$ cat src/rtl/adcsc_defines.vh
// Constants of the converter sequence control block: register indices,
// field positions, reset values and mode codes.
// Assumes inclusion by bare name from the top-level design file and the property file.
`ifndef ADCSC_DEFINES_VH
`define ADCSC_DEFINES_VH

// ----------------------------------------------------------------------
// Register indices (byte address is four times the index)
// ----------------------------------------------------------------------
`define ADCSC_IDX_CTL3 8'h63
`define ADCSC_IDX_CTL4 8'h64
`define ADCSC_IDX_CTL5 8'h65
`define ADCSC_IDX_STAT0 8'h66
`define ADCSC_IDX_STAT1 8'h67

// ----------------------------------------------------------------------
// Reset values
// ----------------------------------------------------------------------
`define ADCSC_RST_CTL3 8'h00
`define ADCSC_RST_CTL4 8'h01
`define ADCSC_RST_CTL5 8'h00

// ----------------------------------------------------------------------
// Field positions
// ----------------------------------------------------------------------
`define ADCSC_CTL3_ONE_LEN 3
`define ADCSC_CTL3_FIFO 2
`define ADCSC_CTL3_HALT_HI 1
`define ADCSC_CTL3_HALT_LO 0
`define ADCSC_CTL4_TEN_BIT 7
`define ADCSC_CTL4_SMP_HI 6
`define ADCSC_CTL4_SMP_LO 5
`define ADCSC_CTL4_DIV_HI 4
`define ADCSC_CTL5_EIGHT_LEN 6
`define ADCSC_CTL5_CONT 5
`define ADCSC_CTL5_MULTI 4
`define ADCSC_CTL5_SPECIAL 3
`define ADCSC_CTL5_CHAN_HI 2
`define ADCSC_STAT0_SCF 7

// ----------------------------------------------------------------------
// Debug halt selection codes
// ----------------------------------------------------------------------
`define ADCSC_HALT_RUN 2'h0
`define ADCSC_HALT_RSVD 2'h1
`define ADCSC_HALT_FINISH 2'h2
`define ADCSC_HALT_NOW 2'h3

// ----------------------------------------------------------------------
// Final sample phase lengths, as last count (periods minus one)
// ----------------------------------------------------------------------
`define ADCSC_SMP_LAST_2 4'h1
`define ADCSC_SMP_LAST_4 4'h3
`define ADCSC_SMP_LAST_8 4'h7
`define ADCSC_SMP_LAST_16 4'hf

// ----------------------------------------------------------------------
// Sequence lengths, as last conversion index
// ----------------------------------------------------------------------
`define ADCSC_LEN_LAST_1 3'h0
`define ADCSC_LEN_LAST_4 3'h3
`define ADCSC_LEN_LAST_8 3'h7

`endif

$ cat src/rtl/adcsc_clkdiv.v
// Converter clock prescaler: modulus counter followed by a halving stage.
// Assumes the divider value is stable and restart is a one-cycle pulse.
`timescale 1ns/1ps
module adcsc_clkdiv
#(
   parameter DIV_W = 5
)
(
   input wire pclk,
   input wire presetn,
   input wire restart,
   input wire [DIV_W-1:0] divider,
   output reg adc_clk_ff,
   output reg tick_ff
);

reg [DIV_W-1:0] cnt_ff;
reg [DIV_W-1:0] nxt_cnt;
reg nxt_adc_clk;
reg nxt_tick;

// ----------------------------------------------------------------------
// Divide by N+1, then by two
// ----------------------------------------------------------------------
always @*
begin
   nxt_cnt = cnt_ff;
   nxt_adc_clk = adc_clk_ff;
   nxt_tick = 1'b0;
   if (restart)
   begin
      nxt_cnt = {DIV_W{1'b0}};
      nxt_adc_clk = 1'b0;
   end
   else if (cnt_ff >= divider)
   begin
      nxt_cnt = {DIV_W{1'b0}};
      nxt_adc_clk = ~adc_clk_ff;
      nxt_tick = ~adc_clk_ff;
   end
   else
   begin
      nxt_cnt = cnt_ff + {{(DIV_W-1){1'b0}}, 1'b1};
   end
end

// The tick marks each rising edge of the converter clock, so the
// sequencer stays on pclk and needs no second clock domain.
always @(posedge pclk or negedge presetn)
begin
   if (!presetn)
   begin
      cnt_ff <= {DIV_W{1'b0}};
      adc_clk_ff <= 1'b0;
      tick_ff <= 1'b0;
   end
   else
   begin
      cnt_ff <= nxt_cnt;
      adc_clk_ff <= nxt_adc_clk;
      tick_ff <= nxt_tick;
   end
end

endmodule

$ cat src/rtl/adcsc_top.v
// Sequence and clock control of an eight channel converter, with APB
// access to its control and status registers.
// Assumes the analog machine runs on pclk and pulses conv_done once
// per conversion started; the debug indication arrives from a pin.
//
// Our own choice: the APB interface to the registers.
`timescale 1ns/1ps
`include "adcsc_defines.vh"

module adcsc_top
#(
   parameter ADDR_W = 12
)
(
   input wire pclk,
   input wire presetn,
   input wire psel,
   input wire penable,
   input wire pwrite,
   input wire [ADDR_W-1:0] paddr,
   input wire [31:0] pwdata,
   output reg [31:0] prdata_ff,
   output reg pready_ff,
   output reg pslverr_ff,
   input wire background_debug_active,
   input wire conv_done,
   output wire adc_clk,
   output reg conv_start_ff,
   output reg [2:0] conv_channel_ff,
   output reg conv_special_ff,
   output reg conv_ten_bit_ff,
   output reg [2:0] result_index_ff,
   output reg sampling_ff,
   output reg conv_pause_ff,
   output reg seq_busy_ff
);

// ----------------------------------------------------------------------
// State codes
// ----------------------------------------------------------------------
localparam ST_IDLE = 4'h1;
localparam ST_LOAD = 4'h2;
localparam ST_SAMP = 4'h4;
localparam ST_CONV = 4'h8;
localparam [7:0] RST_CTL5 = `ADCSC_RST_CTL5;

// ----------------------------------------------------------------------
// Declarations
// ----------------------------------------------------------------------
reg one_length_sel_ff;
reg fifo_mode_ff;
reg debug_halt_sel_hi_ff;
reg debug_halt_sel_lo_ff;
reg [7:0] ctl4_ff;
reg [6:0] ctl5_ff;
reg bdm_meta_ff;
reg bdm_sync_ff;
reg [3:0] state_ff;
reg [3:0] nxt_state;
reg [3:0] samp_cnt_ff;
reg [3:0] nxt_samp_cnt;
reg [2:0] conv_cnt_ff;
reg [2:0] nxt_conv_cnt;
reg [2:0] ptr_ff;
reg [2:0] nxt_ptr;
reg [2:0] chan_ff;
reg [2:0] nxt_chan;
reg sequence_complete_flag_ff;
reg nxt_scf;
reg [7:0] result_complete_flag_ff;
reg [7:0] nxt_ccf;
reg [2:0] cfg_len_last_ff;
reg [3:0] cfg_smp_last_ff;
reg [2:0] cfg_chan_ff;
reg cfg_multi_ff;
reg cfg_special_ff;
reg cfg_ten_bit_ff;
reg cfg_cont_ff;
reg nxt_conv_start;
reg [31:0] nxt_rdata;
reg nxt_slverr;
reg [2:0] len_last;
reg [3:0] smp_last;
wire [7:0] reg_idx;
wire idx_hit;
wire acc_en;
wire wr_en;
wire wr_ctl3;
wire wr_ctl4;
wire wr_ctl5;
wire new_seq;
wire div_tick;
wire [1:0] halt_sel;
wire halt_now;
wire [7:0] ctl3_rd;

// ----------------------------------------------------------------------
// APB decode
// ----------------------------------------------------------------------
assign reg_idx = paddr[9:2];
assign idx_hit = (paddr[ADDR_W-1:10] == {(ADDR_W-10){1'b0}}) && (paddr[1:0] == 2'h0);
assign acc_en = psel & penable & pready_ff;
assign wr_en = acc_en & pwrite & ~pslverr_ff;
assign wr_ctl3 = wr_en && (reg_idx == `ADCSC_IDX_CTL3);
assign wr_ctl4 = wr_en && (reg_idx == `ADCSC_IDX_CTL4);
assign wr_ctl5 = wr_en && (reg_idx == `ADCSC_IDX_CTL5);
assign new_seq = wr_ctl4 | wr_ctl5;
assign ctl3_rd = {4'h0, one_length_sel_ff, fifo_mode_ff, debug_halt_sel_hi_ff,
                  debug_halt_sel_lo_ff};

always @*
begin
   nxt_rdata = 32'h0;
   nxt_slverr = 1'b0;
   if (!idx_hit)
   begin
      nxt_slverr = 1'b1;
   end
   else
   begin
      case (reg_idx)
         `ADCSC_IDX_CTL3:
         begin
            nxt_rdata = {24'h0, ctl3_rd};
         end
         `ADCSC_IDX_CTL4:
         begin
            nxt_rdata = {24'h0, ctl4_ff};
         end
         `ADCSC_IDX_CTL5:
         begin
            nxt_rdata = {24'h0, 1'b0, ctl5_ff};
         end
         `ADCSC_IDX_STAT0:
         begin
            nxt_rdata = {24'h0, sequence_complete_flag_ff, 4'h0, ptr_ff};
         end
         `ADCSC_IDX_STAT1:
         begin
            nxt_rdata = {24'h0, result_complete_flag_ff};
         end
         default:
         begin
            nxt_slverr = 1'b1;
         end
      endcase
   end
end

// Read data and the error answer are prepared in the setup cycle, so every
// transfer has exactly one access cycle and the bus outputs stay registered.
always @(posedge pclk or negedge presetn)
begin
   if (!presetn)
   begin
      pready_ff <= 1'b0;
      prdata_ff <= 32'h0;
      pslverr_ff <= 1'b0;
   end
   else
   begin
      pready_ff <= psel & ~penable;
      if (psel && !penable)
      begin
         prdata_ff <= pwrite ? 32'h0 : nxt_rdata;
         pslverr_ff <= nxt_slverr;
      end
      else
      begin
         prdata_ff <= 32'h0;
         pslverr_ff <= 1'b0;
      end
   end
end

// ----------------------------------------------------------------------
// Control registers
// ----------------------------------------------------------------------
always @(posedge pclk or negedge presetn)
begin
   if (!presetn)
   begin
      one_length_sel_ff <= |(`ADCSC_RST_CTL3 & (8'h01 << `ADCSC_CTL3_ONE_LEN));
      fifo_mode_ff <= 1'b0;
      debug_halt_sel_hi_ff <= 1'b0;
      debug_halt_sel_lo_ff <= 1'b0;
      ctl4_ff <= `ADCSC_RST_CTL4;
      ctl5_ff <= RST_CTL5[6:0];
   end
   else
   begin
      if (wr_ctl3)
      begin
         one_length_sel_ff <= pwdata[`ADCSC_CTL3_ONE_LEN];
         fifo_mode_ff <= pwdata[`ADCSC_CTL3_FIFO];
         debug_halt_sel_hi_ff <= pwdata[`ADCSC_CTL3_HALT_HI];
         debug_halt_sel_lo_ff <= pwdata[`ADCSC_CTL3_HALT_LO];
      end
      if (wr_ctl4)
      begin
         ctl4_ff <= pwdata[7:0];
      end
      if (wr_ctl5)
      begin
         ctl5_ff <= pwdata[6:0];
      end
   end
end

// ----------------------------------------------------------------------
// Debug indication synchroniser and halt decision
// ----------------------------------------------------------------------
always @(posedge pclk or negedge presetn)
begin
   if (!presetn)
   begin
      bdm_meta_ff <= 1'b0;
      bdm_sync_ff <= 1'b0;
   end
   else
   begin
      bdm_meta_ff <= background_debug_active;
      bdm_sync_ff <= bdm_meta_ff;
   end
end

assign halt_sel = {debug_halt_sel_hi_ff, debug_halt_sel_lo_ff};
// Run and the reserved code never halt; finish-first only halts between
// conversions, so a conversion already started is always completed.
assign halt_now = bdm_sync_ff & ((halt_sel == `ADCSC_HALT_NOW) |
                  ((halt_sel == `ADCSC_HALT_FINISH) & (state_ff != ST_CONV)));

// ----------------------------------------------------------------------
// Converter clock
// ----------------------------------------------------------------------
adcsc_clkdiv #(
   .DIV_W(5)
) u_clkdiv (
   .pclk(pclk),
   .presetn(presetn),
   .restart(wr_ctl4),
   .divider(ctl4_ff[`ADCSC_CTL4_DIV_HI:0]),
   .adc_clk_ff(adc_clk),
   .tick_ff(div_tick)
);

// ----------------------------------------------------------------------
// Configuration decode
// ----------------------------------------------------------------------
always @*
begin
   if (ctl5_ff[`ADCSC_CTL5_EIGHT_LEN])
   begin
      len_last = `ADCSC_LEN_LAST_8;
   end
   else if (one_length_sel_ff)
   begin
      len_last = `ADCSC_LEN_LAST_1;
   end
   else
   begin
      len_last = `ADCSC_LEN_LAST_4;
   end
   case ({ctl4_ff[`ADCSC_CTL4_SMP_HI], ctl4_ff[`ADCSC_CTL4_SMP_LO]})
      2'h0: smp_last = `ADCSC_SMP_LAST_2;
      2'h1: smp_last = `ADCSC_SMP_LAST_4;
      2'h2: smp_last = `ADCSC_SMP_LAST_8;
      default: smp_last = `ADCSC_SMP_LAST_16;
   endcase
end

// The configuration, except the FIFO mode and halt select of control three, is captured
// once per initiated sequence, so continuous restarts repeat it even if control three changes meanwhile.
always @(posedge pclk or negedge presetn)
begin
   if (!presetn)
   begin
      cfg_len_last_ff <= 3'h0;
      cfg_smp_last_ff <= 4'h0;
      cfg_chan_ff <= 3'h0;
      cfg_multi_ff <= 1'b0;
      cfg_special_ff <= 1'b0;
      cfg_ten_bit_ff <= 1'b0;
      cfg_cont_ff <= 1'b0;
   end
   else if (state_ff == ST_LOAD && !halt_now)
   begin
      cfg_len_last_ff <= len_last;
      cfg_smp_last_ff <= smp_last;
      cfg_chan_ff <= ctl5_ff[`ADCSC_CTL5_CHAN_HI:0];
      cfg_multi_ff <= ctl5_ff[`ADCSC_CTL5_MULTI];
      cfg_special_ff <= ctl5_ff[`ADCSC_CTL5_SPECIAL];
      cfg_ten_bit_ff <= ctl4_ff[`ADCSC_CTL4_TEN_BIT];
      cfg_cont_ff <= ctl5_ff[`ADCSC_CTL5_CONT];
   end
end

// ----------------------------------------------------------------------
// Sequencer
// ----------------------------------------------------------------------
always @*
begin
   nxt_state = state_ff;
   nxt_samp_cnt = samp_cnt_ff;
   nxt_conv_cnt = conv_cnt_ff;
   nxt_ptr = ptr_ff;
   nxt_chan = chan_ff;
   nxt_scf = sequence_complete_flag_ff;
   nxt_ccf = result_complete_flag_ff;
   nxt_conv_start = 1'b0;
   if (new_seq)
   begin
      nxt_state = ST_LOAD;
      nxt_scf = 1'b0;
      nxt_ccf = 8'h00;
   end
   // A result that ends during a freeze is still taken, or it would be lost.
   else if (halt_now && !(state_ff == ST_CONV && conv_done))
   begin
      nxt_state = state_ff;
   end
   else
   begin
      case (state_ff)
         ST_IDLE:
         begin
            nxt_state = ST_IDLE;
         end
         ST_LOAD:
         begin
            nxt_samp_cnt = 4'h0;
            nxt_conv_cnt = 3'h0;
            nxt_chan = ctl5_ff[`ADCSC_CTL5_CHAN_HI:0];
            if (!fifo_mode_ff)
            begin
               nxt_ptr = 3'h0;
            end
            nxt_state = ST_SAMP;
         end
         ST_SAMP:
         begin
            if (div_tick)
            begin
               if (samp_cnt_ff == cfg_smp_last_ff)
               begin
                  nxt_samp_cnt = 4'h0;
                  nxt_conv_start = 1'b1;
                  nxt_state = ST_CONV;
               end
               else
               begin
                  nxt_samp_cnt = samp_cnt_ff + 4'h1;
               end
            end
         end
         ST_CONV:
         begin
            if (conv_done)
            begin
               nxt_ccf[ptr_ff] = 1'b1;
               nxt_ptr = ptr_ff + 3'h1;
               nxt_conv_cnt = conv_cnt_ff + 3'h1;
               nxt_chan = cfg_multi_ff ? chan_ff + 3'h1 : chan_ff;
               nxt_state = ST_SAMP;
               if (conv_cnt_ff == cfg_len_last_ff)
               begin
                  nxt_scf = 1'b1;
                  nxt_conv_cnt = 3'h0;
                  nxt_chan = cfg_chan_ff;
                  if (!fifo_mode_ff)
                  begin
                     nxt_ptr = 3'h0;
                  end
                  nxt_state = cfg_cont_ff ? ST_SAMP : ST_IDLE;
               end
            end
         end
         default:
         begin
            nxt_state = ST_IDLE;
         end
      endcase
   end
end

always @(posedge pclk or negedge presetn)
begin
   if (!presetn)
   begin
      state_ff <= ST_IDLE;
      samp_cnt_ff <= 4'h0;
      conv_cnt_ff <= 3'h0;
      ptr_ff <= 3'h0;
      chan_ff <= 3'h0;
      sequence_complete_flag_ff <= 1'b0;
      result_complete_flag_ff <= 8'h00;
   end
   else
   begin
      state_ff <= nxt_state;
      samp_cnt_ff <= nxt_samp_cnt;
      conv_cnt_ff <= nxt_conv_cnt;
      ptr_ff <= nxt_ptr;
      chan_ff <= nxt_chan;
      sequence_complete_flag_ff <= nxt_scf;
      result_complete_flag_ff <= nxt_ccf;
   end
end

// ----------------------------------------------------------------------
// Outputs to the analog machine
// ----------------------------------------------------------------------
always @(posedge pclk or negedge presetn)
begin
   if (!presetn)
   begin
      conv_start_ff <= 1'b0;
      conv_channel_ff <= 3'h0;
      conv_special_ff <= 1'b0;
      conv_ten_bit_ff <= 1'b0;
      result_index_ff <= 3'h0;
      sampling_ff <= 1'b0;
      conv_pause_ff <= 1'b0;
      seq_busy_ff <= 1'b0;
   end
   else
   begin
      conv_start_ff <= nxt_conv_start;
      conv_channel_ff <= nxt_chan;
      conv_special_ff <= cfg_special_ff;
      conv_ten_bit_ff <= cfg_ten_bit_ff;
      result_index_ff <= nxt_ptr;
      sampling_ff <= (nxt_state == ST_SAMP);
      conv_pause_ff <= halt_now & ~new_seq;
      seq_busy_ff <= (nxt_state != ST_IDLE);
   end
end

endmodule

$ cat config.mk
export PLATFORM = sky130hd
export DESIGN_NAME = adcsc_top
export DESIGN_NICKNAME = d
export VERILOG_FILES = /design/src/rtl/adcsc_clkdiv.v /design/src/rtl/adcsc_top.v
export VERILOG_INCLUDE_DIRS = /design/src /design/src/rtl
export SDC_FILE = /design/constraint.sdc
export NUM_CORES = 1
export LEC_CHECK = 0
export BUFFER_PORTS_ARGS = -buffer_cell sky130_fd_sc_hd__buf_4
export CORE_UTILIZATION = 54
export CTS_CLUSTER_DIAMETER = 200
export DETAILED_ROUTE_END_ITERATION = 8
export GPL_TIMING_DRIVEN = 0
export PLACE_DENSITY = 0.8
export SLEW_MARGIN = 40
export SYNTH_ARGS = -nofsm -noshare
export SYNTH_HDL_FRONTEND = slang
export SYNTH_SLANG_ARGS = --single-unit
$ cat constraint.sdc
create_clock -name pclk -period 2.5 [get_ports pclk]
set_input_delay 0.5 -clock pclk [delete_from_list [all_inputs] [get_ports pclk]]
set_output_delay 0.5 -clock pclk [all_outputs]
set_load 0.02 [all_outputs]
==> impl_metrics.py <==
metrics = {
    "timing": {
        "worst-slew-pin-transition_ns": 0.641,
        "postLayoutSetupSlackWorst_ns": 0.237,
        "final-setup-viol-count": 0,
        "hold_viol_final": 0,
        "fmaxAchievable_mhz": 442,
        "slew_viol_final": 0,
        "clock-skew-final_ns": 0.00886,
        "final.min_clock_period_ns": 2.26,
        "slew_headroom_pct": 56.7,
        "period_share_pct": 90.5,
        "unrepaired_setup_endpoints_after_global_routing": "no",
    },
    "floorplan": {
        "floorplan.initialDensity_pct": 56.7,
        "die_w_um": 89.7,
        "floorplan.rows": 31,
        "ioPinCount": 98,
        "core_area_sq_mm": 0.00733,
        "die-area_sq_mm": 0.00805,
        "die_span_y_um": 89.7,
    },
    "grt": {
        "grt_start_max_net_pins": 84,
        "grt_first_pass_wirelength_um": 14900,
        "global_route.usage.met3_pct": 3.55,
        "grt_pass1_vias": 3090,
        "globalRouteOverflowTotal": 0,
        "gr-usage-all-layers_pct": 23.3,
        "antenna_found_initial": 0,
        "met1_usage_pct": 29.1,
        "grt_most_used_layer": "met2",
        "grt_use_met2_pct": 40.8,
    },
    "final_layout": {
        "n_fill_cell": 563,
        "layout-drive-gt1-share_pct": 28.8,
        "finalNonFillerCells": 568,
        "area_of_combinational_cells_with_multiple_inputs_sq_mm": 0.00188,
        "finish.instance_area_sq_mm": 0.00496,
        "layout-area-overhead-vs-synth_pct": 19.4,
        "layout.area.seq_sq_mm": 0.00208,
        "final_core_utilization_pct": 67.7,
        "antenna_cells": 0,
        "design.final.nets": 525,
    },
    "synth": {
        "yosys.cell_count.top_type": "dfrtp_1",
        "avgSynthCellArea_sq_um": 10.9,
        "synth_warnings": 0,
        "netlist.top_cell.by_area": "dfrtp_1",
        "synth_edf_count": 0,
        "yosys.area.top_type_share_pct": 48.8,
        "synthesis.instances": 381,
        "synth.yosys.seq_area_share_pct": 50.0,
        "ys_dominant_reg_cell": "dfrtp_1",
        "postSynthRegisterBits": 83,
        "post_synth_num_cell_types": 58,
        "synth.cell_area_sq_mm": 0.00416,
        "ys_top_cells_by_area": "dfrtp_1 49%, mux2_2 8.1%, buf_4 4.3%, ha_1 3.0%, mux2i_1 2.9%",
        "synthTopCellsByCount": "81 x dfrtp_1, 30 x mux2_2, 29 x nor2_1, 27 x nand2_1, 24 x buf_4",
        "synth-async-reset-ratio_pct": 100,
    },
    "route": {
        "viasPerCell": 5.52,
        "dr.pass1.iters": 4,
        "detailedRoute.firstIterationViolations": 123,
        "drt-total-wl_um": 8920,
        "drt_drc_violations_left": 0,
        "drt.antenna.violating_nets": 0,
        "routedWlPerCell_um": 15.7,
        "routed-via-count": 3138,
    },
    "setup_path": {
        "worst_r2r_path_depth": 5,
        "critical_path.reg2reg.startpoint": "state_ff[1]",
        "cp_max_fo": 8,
        "cp.arrival_ns": 2.51,
        "timing_worst_setup_path_type": "reg2reg",
        "worst_setup_path_start_kind": "register",
        "worstPathRequired_ns": 2.74,
        "setup.worst_path.end_class": "register",
        "critical_path.startpoint": "state_ff[1]",
    },
    "clock_network": {
        "clockRootBuffer": "clkbuf_8",
        "cts_buffer_depth": 2,
        "cts-buffers-inserted": 9,
        "clk_latency_ns": 0.35,
        "cts_num_sinks": 83,
        "post_cts_hold_buffer_count": 0,
        "clk_pin_slew_ns": 0.08,
        "cts_tree": "done",
        "ctsResizeCount": 0,
        "post_cts_buffers": 0,
        "htreeDepth": 3,
    },
    "place": {
        "finalWeightedCongestion": 0.816,
        "dpl_worst_slack_ns": -0.0969,
        "portBuffers": 47,
        "post-place-cells": 550,
        "dpl.hpwl_um": 6600,
        "standard_cell_area_after_detailed_placement_sq_mm": 0.00473,
    },
    "run": {
        "cap_viol_max_count": 0,
    },
    "min_path": {
        "hold_class": "in2reg",
        "worst_hold_startpoint": "background_debug_active",
        "hold-path-cell-count": 1,
    },
    "power": {
        "maximum_ir_drop_on_the_vdd_rail_uv": 521,
        "power_density_over_the_cells_mw_per_mm2": 557,
        "p_leak_uw": 0.00245,
    },
    "status": {
        "run_status": "finished, final reports clean",
    },
}
-- placed cells by master (no fill, tap or decap), types with 3 or more instances in the layout --
cell type  netlist  routed
a21oi_1         13      13
mux2_2          30      30
xor2_1           9       9
or2_2            3       3
clkbuf_1         9      11
nand2b_1         5       5
inv_1           13      13
nand2_1         27      27
nor2_1          29      29
a31oi_1          6       6
a21o_1           3       3
a32oi_1          3       3
or4_1            4       4
and2_1           4       4
mux2i_1         12      12
nand3_1          5       5
conb_1           1      24
o21ai_0         18      18
clkbuf_8         0      10
nor2b_1          7       7
ha_1            10      10
nor4b_1          3       3
nor3_1          10      10
dfrtp_1         81      81
a22o_1           4       4
buf_4           24      70
buf_2            5       5
nor4_1           4       3
o22a_1           3       3
-- worst paths after layout --
| path | to | slack [ns] |
|---|---|---|
| max | sampling_ff | 0.24 |
| min | bdm_meta_ff | 0.25 |
| max reg2reg | sampling_ff | 0.24 |
| min reg2reg | bdm_sync_ff | 0.35 |
| max in group asynchronous | ctl4_ff[0] | 1.36 |
| min in group asynchronous | seq_busy_ff | 0.55 |
-- state kept, by name (all words and copies together), names as in the netlist, 2 cells and up --
signal,count
result_index_ff,3
conv_cnt_ff,3
ctl5_ff,7
state_ff,4
result_complete_flag_ff,8
samp_cnt_ff,4
cfg_chan_ff,3
conv_channel_ff,3
u_clkdiv.cnt_ff,5
ctl4_ff,8
cfg_smp_last_ff,4
cfg_len_last_ff,2
prdata_ff,8
-- per-stage QoR --
| stage | hold slack (ns) | power [uW] | setup TNS (ns) |
|---|---|---|---|
| finish | 0.254 | 2770 | 0 |
| detailed placement | 0.336 | 1830 | -0.920 |
| floorplan | 0.204 | 1710 | 0 |
| CTS | 0.218 | 2770 | 0 |
| global placement | 0.336 | 1810 | -0.657 |
| global route | 0.246 | 2890 | 0 |
-- final cells by class --
cell class / count / share of cell area, %
buffer: 38 / 4.81
timing repair buffer: 49 / 7.94
clock inverter: 4 / 1.01
sequential: 83 / 41.9
tap: 99 / 2.50
multi-input combinational: 270 / 37.9
inverter: 13 / 0.983
clock buffer: 12 / 2.92
-- routing by layer --
| metal | routed length, um | part of all wire (%) | vias up |
|---|---|---|---|
| met5 | 0 | 0 | - |
| met4 | 140 | 1.6 | 0 |
| met3 | 418 | 4.7 | 14 |
| met2 | 4660 | 52 | 88 |
| met1 | 3710 | 42 | 1562 |
| li1 | - | - | 1474 |
-- report_power, final --
part / switching (uW) / internal [uW]
Sequential: 51.5 / 1400
Combinational: 184 / 171
Clock: 471 / 488
-- worst max-delay path, stage by stage, from the launching register on --
cell and delay, ns:
dfrtp_1 0.47, nor4b_4 0.52, a21oi_1 0.22, a2111oi_0 0.51
a211oi_1 0.16, nor4b_1 0.28
-- cell families (layout without fill, tap and decap cells) --
kind of cell,after synthesis,after routing,synth area share [%]
DFF,83,83,50.0
adders and majority gates,10,10,3.01
buffers and inverters,51,116,6.92
other,1,24,0.0902
muxes,42,42,11.0
xor gates and xnor gates,10,10,2.11
AOI/OAI and AO/OA,64,64,10.1
and+or+nand+nor,120,120,16.7
(Power assumes the default switching activity.)
